==> config.mk <==
export PLATFORM = sky130hd
export DESIGN_NAME = dcs_channel_ctrl
export DESIGN_NICKNAME = d
export VERILOG_FILES = /design/src/hdl/dcs_pkg.sv /design/src/hdl/dcs_channel_ctrl.sv /design/src/hdl/dcs_sync2.sv /design/src/hdl/dcs_edge_det.sv
export SDC_FILE = /design/constraint.sdc
export NUM_CORES = 1
export LEC_CHECK = 0
export ABC_CLOCK_PERIOD_IN_PS = 1500
export BUFFER_PORTS_ARGS = -buffer_cell sky130_fd_sc_hd__clkbuf_2
export CORE_ASPECT_RATIO = 1.5
export CORE_UTILIZATION = 25
export CTS_BUF_LIST = sky130_fd_sc_hd__clkbuf_8
export DETAILED_ROUTE_END_ITERATION = 7
export PLACE_DENSITY = 0.44
export SYNTH_ARGS = -nofsm -noshare
export SYNTH_HDL_FRONTEND = slang
export SYNTH_SLANG_ARGS = --single-unit
==> constraint.sdc <==
create_clock -name clk_sys -period 1.5 [get_ports clk_sys]
set_input_delay 0.075 -clock clk_sys [delete_from_list [all_inputs] [get_ports clk_sys]]
set_output_delay 0.075 -clock clk_sys [all_outputs]
set_load 0.02 [all_outputs]
==> src/hdl/dcs_pkg.sv <==
package dcs_pkg;
  // Register word indices on the plain register port
  localparam int unsigned ADDR_W          = 2;
  localparam int unsigned DATA_W          = 32;
  localparam logic [1:0]  REG_CTRL_LOW    = 2'h0;
  localparam logic [1:0]  REG_CTRL_HIGH   = 2'h1;
  localparam logic [1:0]  REG_MOD_STOP    = 2'h2;
  localparam logic [1:0]  REG_STATUS      = 2'h3;

  // Sub-channel count (0A, 0B, 1A, 1B) and channel count
  localparam int unsigned N_SUB           = 4;
  localparam int unsigned N_CH            = 2;

  // channel_control_low fields
  localparam int unsigned CL_W            = 8;
  localparam int unsigned CL_DTE_LSB      = 0;
  localparam int unsigned CL_END_IRQ_ENABLE_LSB     = 4;

  // channel_control_high fields
  localparam int unsigned CH_W            = 22;
  localparam int unsigned CH_FAE_LSB      = 0;
  localparam int unsigned CH_SAE_LSB      = 2;
  localparam int unsigned CH_DTA_LSB      = 6;
  localparam int unsigned CH_TEE_LSB      = 10;
  localparam int unsigned CH_EDGE_LSB     = 14;
  localparam int unsigned CH_PIN_LSB      = 18;

  // Status fields
  localparam int unsigned ST_BUSY_LSB     = 0;
  localparam int unsigned ST_REQ_LSB      = 4;
  localparam int unsigned ST_IRQ_LSB      = 8;
  localparam int unsigned ST_MSTOP_BIT    = 12;
  localparam int unsigned MSTOP_BIT       = 0;

  // Values after reset
  localparam logic [CL_W-1:0]   CTRL_LOW_RST  = 8'h00;
  localparam logic [CH_W-1:0]   CTRL_HIGH_RST = 22'h000000;
  localparam logic              MSTOP_RST     = 1'b0;
  localparam logic [N_SUB-1:0]  ARM_RST       = 4'hF;
  localparam logic [N_SUB-1:0]  PIN_IDLE_RST  = 4'hF;

  // Address lead ahead of the bus cycle, in clock cycles
  localparam int unsigned MAR_LEAD_CYC    = 1;

  // Falling-edge request detector states
  typedef enum logic [1:0] {
    EDGE_WAIT_LOW,
    EDGE_WAIT_XFER,
    EDGE_WAIT_HIGH
  } dcs_edge_state_type;
endpackage : dcs_pkg

==> src/hdl/dcs_channel_ctrl.sv <==
// Overview of operation
// Cleared enable finishes current unit, then stops
// Enable written 1 resumes; master enable likewise
// Short mode: four end interrupts, 0A highest
// Full mode: end0, break0, end1, break1 lines
// Each line gated by own enable, separate
// End request while end-enable 1, enable 0
// Break request while master 0, break-enable 1
// Software avoids transient interrupt combinations
// Software changes settings only while disabled
// Address steps one cycle before bus cycle
// Module stop freezes clock, blocks register access
// Module stop write ignored while channel enabled
// Interrupt, end pin, ack pin persist stopped
// Write buffer lets next operation start early
// End pulse omitted on overlapped internal cycle
// External final cycle drives end pin low
// End pin may stay low into refresh
// Edge detector: low, transfer, high states
// Enabling enters low-level wait state
// Already-low pin or pending interrupt accepted
// Interrupt passes on when enable clears
// Cleared enable must read 0 before set
`timescale 1ns/1ps
module dcs_channel_ctrl (
  input  wire logic                       clk_sys,
  input  wire logic                       rst_b,
  input  wire logic                       ce,
  input  wire logic [dcs_pkg::ADDR_W-1:0] reg_addr,
  input  wire logic [dcs_pkg::DATA_W-1:0] reg_wdata,
  input  wire logic                       reg_wr,
  input  wire logic                       reg_rd,
  output logic      [dcs_pkg::DATA_W-1:0] reg_rdata,
  input  wire logic [3:0]                 transfer_request_in_b,
  input  wire logic [3:0]                 int_req_in,
  input  wire logic [3:0]                 bus_grant,
  input  wire logic [3:0]                 unit_done,
  input  wire logic [3:0]                 unit_last,
  input  wire logic [3:0]                 final_cycle,
  input  wire logic                       ext_target,
  input  wire logic                       par_ext_busy,
  input  wire logic                       cas_before_ras,
  input  wire logic                       write_buffer_enable,
  output logic      [3:0]                 act_req,
  output logic      [3:0]                 mar_step,
  output logic      [3:0]                 cycle_go,
  output logic      [3:0]                 src_clear,
  output logic      [3:0]                 int_pass,
  output logic      [3:0]                 transfer_ack_out_b,
  output logic      [1:0]                 transfer_end_out_b,
  output logic                            irq_line_ch0_first,
  output logic                            irq_line_ch0_second,
  output logic                            irq_line_ch1_first,
  output logic                            irq_line_ch1_second,
  output logic                            module_stopped
);
  localparam int unsigned NS = dcs_pkg::N_SUB;

  // Spread a per-channel bit onto both of its sub-channels
  function automatic logic [3:0] per_sub(input logic [1:0] ch);
    per_sub = {ch[1], ch[1], ch[0], ch[0]};
  endfunction : per_sub

  // Registers
  logic [dcs_pkg::CL_W-1:0]   ctrl_low_r;
  logic [dcs_pkg::CL_W-1:0]   ctrl_low_nxt;
  logic [dcs_pkg::CH_W-1:0]   ctrl_high_r;
  logic                       mstop_r;
  logic                       mstop_nxt;
  logic [NS-1:0]              arm_r;
  logic [NS-1:0]              arm_nxt;
  logic [NS-1:0]              busy_r;
  logic [NS-1:0]              busy_nxt;
  logic [NS-1:0]              act_req_nxt;
  logic [NS-1:0]              irq_nxt;
  logic [1:0]                 transfer_end_out_low_r;
  logic [1:0]                 transfer_end_out_low_nxt;
  logic [dcs_pkg::DATA_W-1:0] rdata_nxt;

  // Field views
  wire  [NS-1:0]              channel_transfer_enable     = ctrl_low_r[dcs_pkg::CL_DTE_LSB +: NS];
  wire  [NS-1:0]              end_irq_enable    = ctrl_low_r[dcs_pkg::CL_END_IRQ_ENABLE_LSB +: NS];
  wire  [1:0]                 fae     = ctrl_high_r[dcs_pkg::CH_FAE_LSB +: 2];
  wire  [NS-1:0]              single_address_select     = ctrl_high_r[dcs_pkg::CH_SAE_LSB +: NS];
  wire  [NS-1:0]              source_clear_enable     = ctrl_high_r[dcs_pkg::CH_DTA_LSB +: NS];
  wire  [NS-1:0]              end_pin_enable     = ctrl_high_r[dcs_pkg::CH_TEE_LSB +: NS];
  wire  [NS-1:0]              edge_s  = ctrl_high_r[dcs_pkg::CH_EDGE_LSB +: NS];
  wire  [NS-1:0]              pin_s   = ctrl_high_r[dcs_pkg::CH_PIN_LSB +: NS];
  wire  [NS-1:0]              fae_sub = per_sub(fae);

  // Engine runs only with clock enable and outside module stop
  wire                        run     = ce & ~mstop_r;

  // Register port decode
  wire                        acc_ok  = ce & ~mstop_r;
  wire                        wr_low  = reg_wr & acc_ok & (reg_addr == dcs_pkg::REG_CTRL_LOW);
  wire                        wr_high = reg_wr & acc_ok & (reg_addr == dcs_pkg::REG_CTRL_HIGH);
  wire                        rd_low  = reg_rd & acc_ok & (reg_addr == dcs_pkg::REG_CTRL_LOW);
  wire                        wr_stop = reg_wr & ce & (reg_addr == dcs_pkg::REG_MOD_STOP);

  // Pin synchronisation, active-low request pins
  logic [NS-1:0]              pin_sync;
  wire  [NS-1:0]              pin_low = ~pin_sync;

  dcs_sync2 #(
    .W       (NS),
    .RST_VAL (dcs_pkg::PIN_IDLE_RST)
  ) u_pin_sync (
    .clk_sys (clk_sys),
    .rst_b   (rst_b),
    .ce      (ce),
    .d       (transfer_request_in_b),
    .q       (pin_sync)
  );

  // Effective enable per sub-channel; full mode uses B enable as master
  logic [NS-1:0] en;
  logic [NS-1:0] edge_pend;
  logic [NS-1:0] pend;
  logic [NS-1:0] accept;
  logic [NS-1:0] fin;
  logic [NS-1:0] hw_clr;

  genvar k;
  generate
    for (k = 0; k < NS; k = k + 1) begin : g_sub
      if ((k % 2) == 0) begin : g_a
        assign en[k] = fae_sub[k] ? (channel_transfer_enable[k] & channel_transfer_enable[k+1]) : channel_transfer_enable[k];
      end else begin : g_b
        assign en[k] = ~fae_sub[k] & channel_transfer_enable[k];
      end

      // Falling-edge detector for pin-sourced edge activation
      dcs_edge_det u_edge (
        .clk_sys (clk_sys),
        .rst_b   (rst_b),
        .run     (run),
        .enable  (en[k] & edge_s[k] & pin_s[k]),
        .req_low (pin_low[k]),
        .grant   (accept[k]),
        .pend    (edge_pend[k])
      );

      // Pending source: pin edge, pin level, or internal request
      assign pend[k] = pin_s[k] ? (edge_s[k] ? edge_pend[k] : pin_low[k])
                                : int_req_in[k];
    end
  endgenerate

  // A grant is taken only against a held request
  assign accept = bus_grant & act_req;

  // Unit finishes at cycle start with write buffer, else at done
  assign fin    = write_buffer_enable ? cycle_go : unit_done;

  // Hardware clears enable when the final unit completes
  assign hw_clr = unit_done & unit_last & busy_r;

  // Busy holds through the unit even when enable drops
  always_comb begin
    busy_nxt = busy_r;
    for (int i = 0; i < NS; i++) begin
      if (accept[i]) busy_nxt[i] = 1'b1;
      else if (fin[i]) busy_nxt[i] = 1'b0;
    end
  end

  // New request only while enabled and idle
  assign act_req_nxt = en & pend & ~busy_nxt;

  // Enable bits: a set after a clear needs a read of zero (reset arms all), hardware clear wins
  logic [NS-1:0] dte_wr;
  logic [NS-1:0] dte_nxt;
  assign dte_wr  = reg_wdata[dcs_pkg::CL_DTE_LSB +: NS] & (channel_transfer_enable | arm_r);
  assign dte_nxt = (wr_low ? dte_wr : channel_transfer_enable) & ~hw_clr;

  always_comb begin
    ctrl_low_nxt = ctrl_low_r;
    if (wr_low) ctrl_low_nxt = reg_wdata[dcs_pkg::CL_W-1:0];
    ctrl_low_nxt[dcs_pkg::CL_DTE_LSB +: NS] = dte_nxt;
  end

  // Rearm after the cleared bit has been read as zero
  always_comb begin
    arm_nxt = arm_r;
    for (int i = 0; i < NS; i++) begin
      if (channel_transfer_enable[i] & ~dte_nxt[i]) arm_nxt[i] = 1'b0;
      else if (rd_low & ~channel_transfer_enable[i]) arm_nxt[i] = 1'b1;
    end
  end

  // Module stop request refused while any channel is enabled
  always_comb begin
    mstop_nxt = mstop_r;
    if (wr_stop) begin
      if (!reg_wdata[dcs_pkg::MSTOP_BIT]) mstop_nxt = 1'b0;
      else if (~|channel_transfer_enable) mstop_nxt = 1'b1;
    end
  end

  // Uniform end/break condition: enable 0 with its interrupt enable 1
  assign irq_nxt = end_irq_enable & ~channel_transfer_enable;

  // End pin: low on final cycle unless overlapped internally
  always_comb begin
    for (int c = 0; c < dcs_pkg::N_CH; c++) begin
      transfer_end_out_low_nxt[c] = (|(final_cycle[2*c +: 2] & end_pin_enable[2*c +: 2]))
                        & (ext_target | ~par_ext_busy);
      if (transfer_end_out_low_r[c] & cas_before_ras) transfer_end_out_low_nxt[c] = 1'b1;
    end
  end

  // Read data mux
  always_comb begin
    rdata_nxt = '0;
    if (reg_rd & ce) begin
      case (reg_addr)
        dcs_pkg::REG_CTRL_LOW: begin
          if (!mstop_r) rdata_nxt[dcs_pkg::CL_W-1:0] = ctrl_low_r;
        end
        dcs_pkg::REG_CTRL_HIGH: begin
          if (!mstop_r) rdata_nxt[dcs_pkg::CH_W-1:0] = ctrl_high_r;
        end
        dcs_pkg::REG_MOD_STOP: begin
          rdata_nxt[dcs_pkg::MSTOP_BIT] = mstop_r;
        end
        dcs_pkg::REG_STATUS: begin
          if (!mstop_r) begin
            rdata_nxt[dcs_pkg::ST_BUSY_LSB +: NS] = busy_r;
            rdata_nxt[dcs_pkg::ST_REQ_LSB +: NS]  = act_req;
            rdata_nxt[dcs_pkg::ST_IRQ_LSB +: NS]  = irq_nxt;
          end
          rdata_nxt[dcs_pkg::ST_MSTOP_BIT] = mstop_r;
        end
        default: rdata_nxt = '0;
      endcase
    end
  end

  // Register file; frozen contents keep their effect in module stop
  always_ff @(posedge clk_sys or negedge rst_b) begin
    if (!rst_b) begin
      ctrl_low_r  <= dcs_pkg::CTRL_LOW_RST;
      ctrl_high_r <= dcs_pkg::CTRL_HIGH_RST;
      arm_r       <= dcs_pkg::ARM_RST;
    end else if (run) begin
      ctrl_low_r  <= ctrl_low_nxt;
      arm_r       <= arm_nxt;
      if (wr_high) ctrl_high_r <= reg_wdata[dcs_pkg::CH_W-1:0];
    end
  end

  // Module stop bit and read data answer
  always_ff @(posedge clk_sys or negedge rst_b) begin
    if (!rst_b) begin
      mstop_r        <= dcs_pkg::MSTOP_RST;
      module_stopped <= dcs_pkg::MSTOP_RST;
      reg_rdata      <= '0;
    end else if (ce) begin
      mstop_r        <= mstop_nxt;
      module_stopped <= mstop_nxt;
      reg_rdata      <= rdata_nxt;
    end
  end

  // Transfer engine state
  always_ff @(posedge clk_sys or negedge rst_b) begin
    if (!rst_b) begin
      busy_r  <= '0;
      act_req <= '0;
    end else if (run) begin
      busy_r  <= busy_nxt;
      act_req <= act_req_nxt;
    end
  end

  // Address step leads the bus cycle by one clock
  always_ff @(posedge clk_sys or negedge rst_b) begin
    if (!rst_b) begin
      mar_step <= '0;
      cycle_go <= '0;
    end else if (run) begin
      mar_step <= accept;
      cycle_go <= mar_step;
    end
  end

  // Source clearing and pass-through of internal requests
  always_ff @(posedge clk_sys or negedge rst_b) begin
    if (!rst_b) begin
      src_clear <= '0;
      int_pass  <= '0;
    end else if (run) begin
      src_clear <= accept & source_clear_enable & ~pin_s;
      int_pass  <= int_req_in & (pin_s | ~source_clear_enable | ~en);
    end
  end

  // Pins and interrupt lines hold their last value while stopped
  always_ff @(posedge clk_sys or negedge rst_b) begin
    if (!rst_b) begin
      transfer_ack_out_b  <= '1;
      transfer_end_out_low_r          <= '0;
      transfer_end_out_b  <= '1;
      irq_line_ch0_first  <= 1'b0;
      irq_line_ch0_second <= 1'b0;
      irq_line_ch1_first  <= 1'b0;
      irq_line_ch1_second <= 1'b0;
    end else if (run) begin
      transfer_ack_out_b  <= ~(busy_nxt & single_address_select & ~fae_sub);
      transfer_end_out_low_r          <= transfer_end_out_low_nxt;
      transfer_end_out_b  <= ~transfer_end_out_low_nxt;
      irq_line_ch0_first  <= irq_nxt[0];
      irq_line_ch0_second <= irq_nxt[1];
      irq_line_ch1_first  <= irq_nxt[2];
      irq_line_ch1_second <= irq_nxt[3];
    end
  end
endmodule : dcs_channel_ctrl

==> src/hdl/dcs_sync2.sv <==
`timescale 1ns/1ps
module dcs_sync2 #(
  parameter int unsigned        W       = 4,
  parameter logic [W-1:0]       RST_VAL = '0
) (
  input  wire logic             clk_sys,
  input  wire logic             rst_b,
  input  wire logic             ce,
  input  wire logic [W-1:0]     d,
  output logic      [W-1:0]     q
);
  logic [W-1:0] meta_r;

  // Two-stage synchroniser, first stage read only by second
  always_ff @(posedge clk_sys or negedge rst_b) begin
    if (!rst_b) begin
      meta_r <= RST_VAL;
      q      <= RST_VAL;
    end else if (ce) begin
      meta_r <= d;
      q      <= meta_r;
    end
  end
endmodule : dcs_sync2

==> src/hdl/dcs_edge_det.sv <==
`timescale 1ns/1ps
module dcs_edge_det (
  input  wire logic clk_sys,
  input  wire logic rst_b,
  input  wire logic run,
  input  wire logic enable,
  input  wire logic req_low,
  input  wire logic grant,
  output logic      pend
);
  dcs_pkg::dcs_edge_state_type state_r;
  dcs_pkg::dcs_edge_state_type state_nxt;

  // Three-state detector, restarts at low-level wait when disabled
  always_comb begin
    state_nxt = state_r;
    if (!enable) begin
      state_nxt = dcs_pkg::EDGE_WAIT_LOW;
    end else begin
      case (state_r)
        dcs_pkg::EDGE_WAIT_LOW: begin
          if (req_low) state_nxt = dcs_pkg::EDGE_WAIT_XFER;
        end
        dcs_pkg::EDGE_WAIT_XFER: begin
          if (grant) state_nxt = dcs_pkg::EDGE_WAIT_HIGH;
        end
        dcs_pkg::EDGE_WAIT_HIGH: begin
          if (!req_low) state_nxt = dcs_pkg::EDGE_WAIT_LOW;
        end
        default: state_nxt = dcs_pkg::EDGE_WAIT_LOW;
      endcase
    end
  end

  always_ff @(posedge clk_sys or negedge rst_b) begin
    if (!rst_b) state_r <= dcs_pkg::EDGE_WAIT_LOW;
    else if (run) state_r <= state_nxt;
  end

  assign pend = (state_r == dcs_pkg::EDGE_WAIT_XFER);
endmodule : dcs_edge_det

==> results.sh <==
export IMPL_run_status="finished, final reports clean"
export IMPL_wl_met3_um=581
export IMPL_critPathBufInv=2
export IMPL_synth_edff_count=0
export IMPL_h_tree_depth=3
export IMPL_vias_per_cell=4.745
export IMPL_arrival_ns=1.69
export IMPL_core_rowCount=63
export IMPL_end_kind="flip-flop"
export IMPL_fmax_mhz=705.1
export IMPL_synth_fa_ha_area_frac=0
export IMPL_finalCritPeriodShare=0.9454
export IMPL_cts_path_max_buffers=2
export IMPL_ys_seq_area_frac=0.5435
export IMPL_cts_root_buf="clkbuf_8"
export IMPL_portBuffers=109
export IMPL_num_vias=4100
export IMPL_start_kind="flip-flop"
export IMPL_yosys_mux_area_fraction=0.1155
export IMPL_grt_overflow=0
export IMPL_post_drt_wl_per_cell_um=18.56
export IMPL_start_util=0.2557
export IMPL_grt_use_total=0.1592
export IMPL_p_leak_nw=3.033
export IMPL_cts_buffers=9
export IMPL_die_h_um=176.2
export IMPL_synthXorXnorAreaFrac=0
export IMPL_synth_area_per_cell_um2=11.40
export IMPL_maxUsedRoutingLayer="met4"
export IMPL_ys_ff_latch=109
export IMPL_min_period_ns=1.418
export IMPL_synth_area_mm2=0.005060
export IMPL_cp_slowest_stage_delay_ns=0.42
export IMPL_multi_input_area_mm2=0.002113
export IMPL_critical_path_class="flip-flop to flip-flop"
export IMPL_rsz0062_at_grt="yes"
export IMPL_hold_viol_final=0
export IMPL_dp_cells=815
export IMPL_grt_pass1_wl_mm=24.94
export IMPL_drive_above_1_share=0.3526
export IMPL_wl_met1_mm=6.589
export IMPL_die_x_um=118.2
export IMPL_clkSinkCount=109
export IMPL_netlist_cell_type_count=56
export IMPL_p_total_mw=8.233
export IMPL_drc=0
export IMPL_fin_skew_ns=0.01266
export IMPL_p_per_area_mw_per_mm2=1248
export IMPL_num_antenna_cells=0
export IMPL_place_hpwl_mm=12.41
export IMPL_cp_slowest_cell="dfrtp_1"
export IMPL_final_antenna_net_count=0
export IMPL_final_cells=864
export IMPL_cts_tree="built"
export IMPL_grt_pass1_vias=4299
export IMPL_vdd_drop_max_uv=374.9
export IMPL_antenna_found_initial=0
export IMPL_slew_viol_final=0
export IMPL_hold_class="primary input to flip-flop"
export IMPL_clk_latency_ns=0.38
export IMPL_gp_congestion=0.8253
export IMPL_grt_max_degree=47
export IMPL_io_pins=130
export IMPL_synth_simple_gate_area_frac=0.1264
export IMPL_synth_warning_count=0
export IMPL_crit_chain="buf_4 > nor2b_2 > buf_12 > mux2_2"
export IMPL_worstPathRequired_ns=1.77
export IMPL_drtIter0Drc=246
export IMPL_setup_viol_count_final=0
export IMPL_worst_path_max_fanout=34
export IMPL_synth_compound_area_frac=0.1659
export IMPL_synthToLayoutAreaGrowth_pct=30.34
export IMPL_seq_area_mm2=0.002750
export IMPL_design_die_area_mm2=0.02082
export IMPL_synthCells=444
export IMPL_cts_clk_slew_worst_paths_ns=0.11
export IMPL_first_pass_iters=5
export IMPL_cp_top_family="flip-flops"
export IMPL_core_area_mm2=0.01979
export IMPL_fin_nets=666
export IMPL_synth_top_family_by_area="compound AO/OA/AOI/OAI gates"
export IMPL_fillers=2011
export IMPL_synthArstFlopShare=1.000
export IMPL_drt_wl_total_mm=16.04
export IMPL_wl_met2_mm=8.423
export IMPL_drv_cap=0
export IMPL_synth_flop_cell="dfrtp_1"
## stage by stage
step | setup slack [ns] | setup TNS [ns] | cell area [um2] | hold WS [ns] | util
final | 0.08185 | 0 | 6595 | 0.01018 | 0.3333
after global routing | -0.009808 | -0.009808 | 6595 | 0.02120 | 0.3333
after CTS | 0.05858 | 0 | 6588 | 0.006196 | 0.3330
after detailed placement | 0.06948 | 0 | 6060 | 0.01294 | 0.3063
after global placement | 0.08914 | 0 | 6060 | 0.004221 | 0.3063
after floorplan | 0.02959 | 0 | 5101 | -0.2206 | -
## final cells by class
type,instances,area share
flip-flops and latches,109,0.4170
clock buffers,9,0.01878
clock inverters,7,0.01119
multi-input cells,297,0.3204
inverters,14,0.007968
well taps,260,0.04933
repair buffers,168,0.1753
## sequential cells by signal, indices dropped and copies added, names as in the netlist, 2 cells and up
name / cells
act_req: 4
arm_r: 4
busy_r: 4
ctrl_high_r: 22
ctrl_low_r: 8
cycle_go: 4
g_sub.u_edge.state_r: 8
int_pass: 4
mar_step: 4
reg_rdata: 22
src_clear: 4
transfer_ack_out_b: 4
transfer_end_out_b: 2
transfer_end_out_low_r: 2
u_pin_sync.meta_r: 4
u_pin_sync.q: 4
## kinds of logic after synthesis
| group | count (synthesis) |
|---|---|
| simple gates | 122 |
| flops | 109 |
| compound gates | 114 |
| buf+inv | 47 |
| mux | 51 |
| other cells | 1 |
## per-layer routing
metal / vias up / GRT usage
met5: - / 0
li1: 1934 / -
met4: 0 / 0.06891
met1: 2023 / 0.1910
met2: 122 / 0.2838
met3: 21 / 0.02099
## path summary, 6_finish.rpt
path	startpoint	to	slack, ns	cells after the start
max	mstop_r	busy_r[3]	0.08	4
min	reg_wdata[0]	ctrl_high_r[0]	0.01	2
max reg2reg	mstop_r	busy_r[3]	0.08	4
min reg2reg	transfer_end_out_b[1]	transfer_end_out_b[1]	0.48	2
max in group asynchronous	rst_b	transfer_ack_out_b[1]	0.73	3
min in group asynchronous	rst_b	reg_rdata[13]	0.14	2
## synth_stat cells (all sizes together) (5+ instances only)
cell type   n  area [um2]
a22o       13       113.9
a22oi      11       82.58
a31oi      12       75.07
a41oi       7       61.31
and2        5       31.28
buf        26       162.7
clkbuf      7       27.52
dfrtp      91        2277
dfstp      18       473.0
inv        14       52.55
mux2       47       544.3
nand2      47       178.9
nand2b      9       56.30
nand3       6       30.03
nand4       8       50.05
nand4b      5       43.79
nor2       14       55.06
nor2b       7       43.79
nor3        6       41.29
o21ai      20       100.1
o2bb2ai    11       96.34
o31ai       7       52.55
## layout by cell type (no fill, tap or decap), types with 11 or more instances in the layout
| cell type | netlist | final |
|---|---|---|
| clkbuf_2 | 1 | 108 |
| buf_4 | 13 | 19 |
| a22oi_1 | 11 | 11 |
| dfstp_2 | 18 | 18 |
| a22o_1 | 13 | 13 |
| mux2_1 | 11 | 11 |
| mux2_2 | 32 | 32 |
| nand2_1 | 46 | 46 |
| nor2_1 | 13 | 13 |
| o21ai_0 | 17 | 17 |
| dfrtp_1 | 91 | 91 |
| a31oi_1 | 12 | 12 |
| inv_1 | 14 | 15 |
| o2bb2ai_1 | 11 | 11 |
| dlygate4sd3_1 | 0 | 33 |
## repair_timing
item	CTS	global route
buffers inserted	0	0
endpoints found under the hold margin	133	0
gates resized for setup	0	2
setup endpoints to repair	0	4
hold buffers	33	0
## report_power, final
| group | total, mW | switching [mW] | internal (mW) |
|---|---|---|---|
| sequential | 4.17 | 0.639 | 3.53 |
| clock | 1.87 | 1.08 | 0.784 |
| combinational | 2.20 | 1.21 | 0.984 |
| total | 8.23 | 2.93 | 5.30 |
No activity file was read; power rests on OpenSTA's default activity.
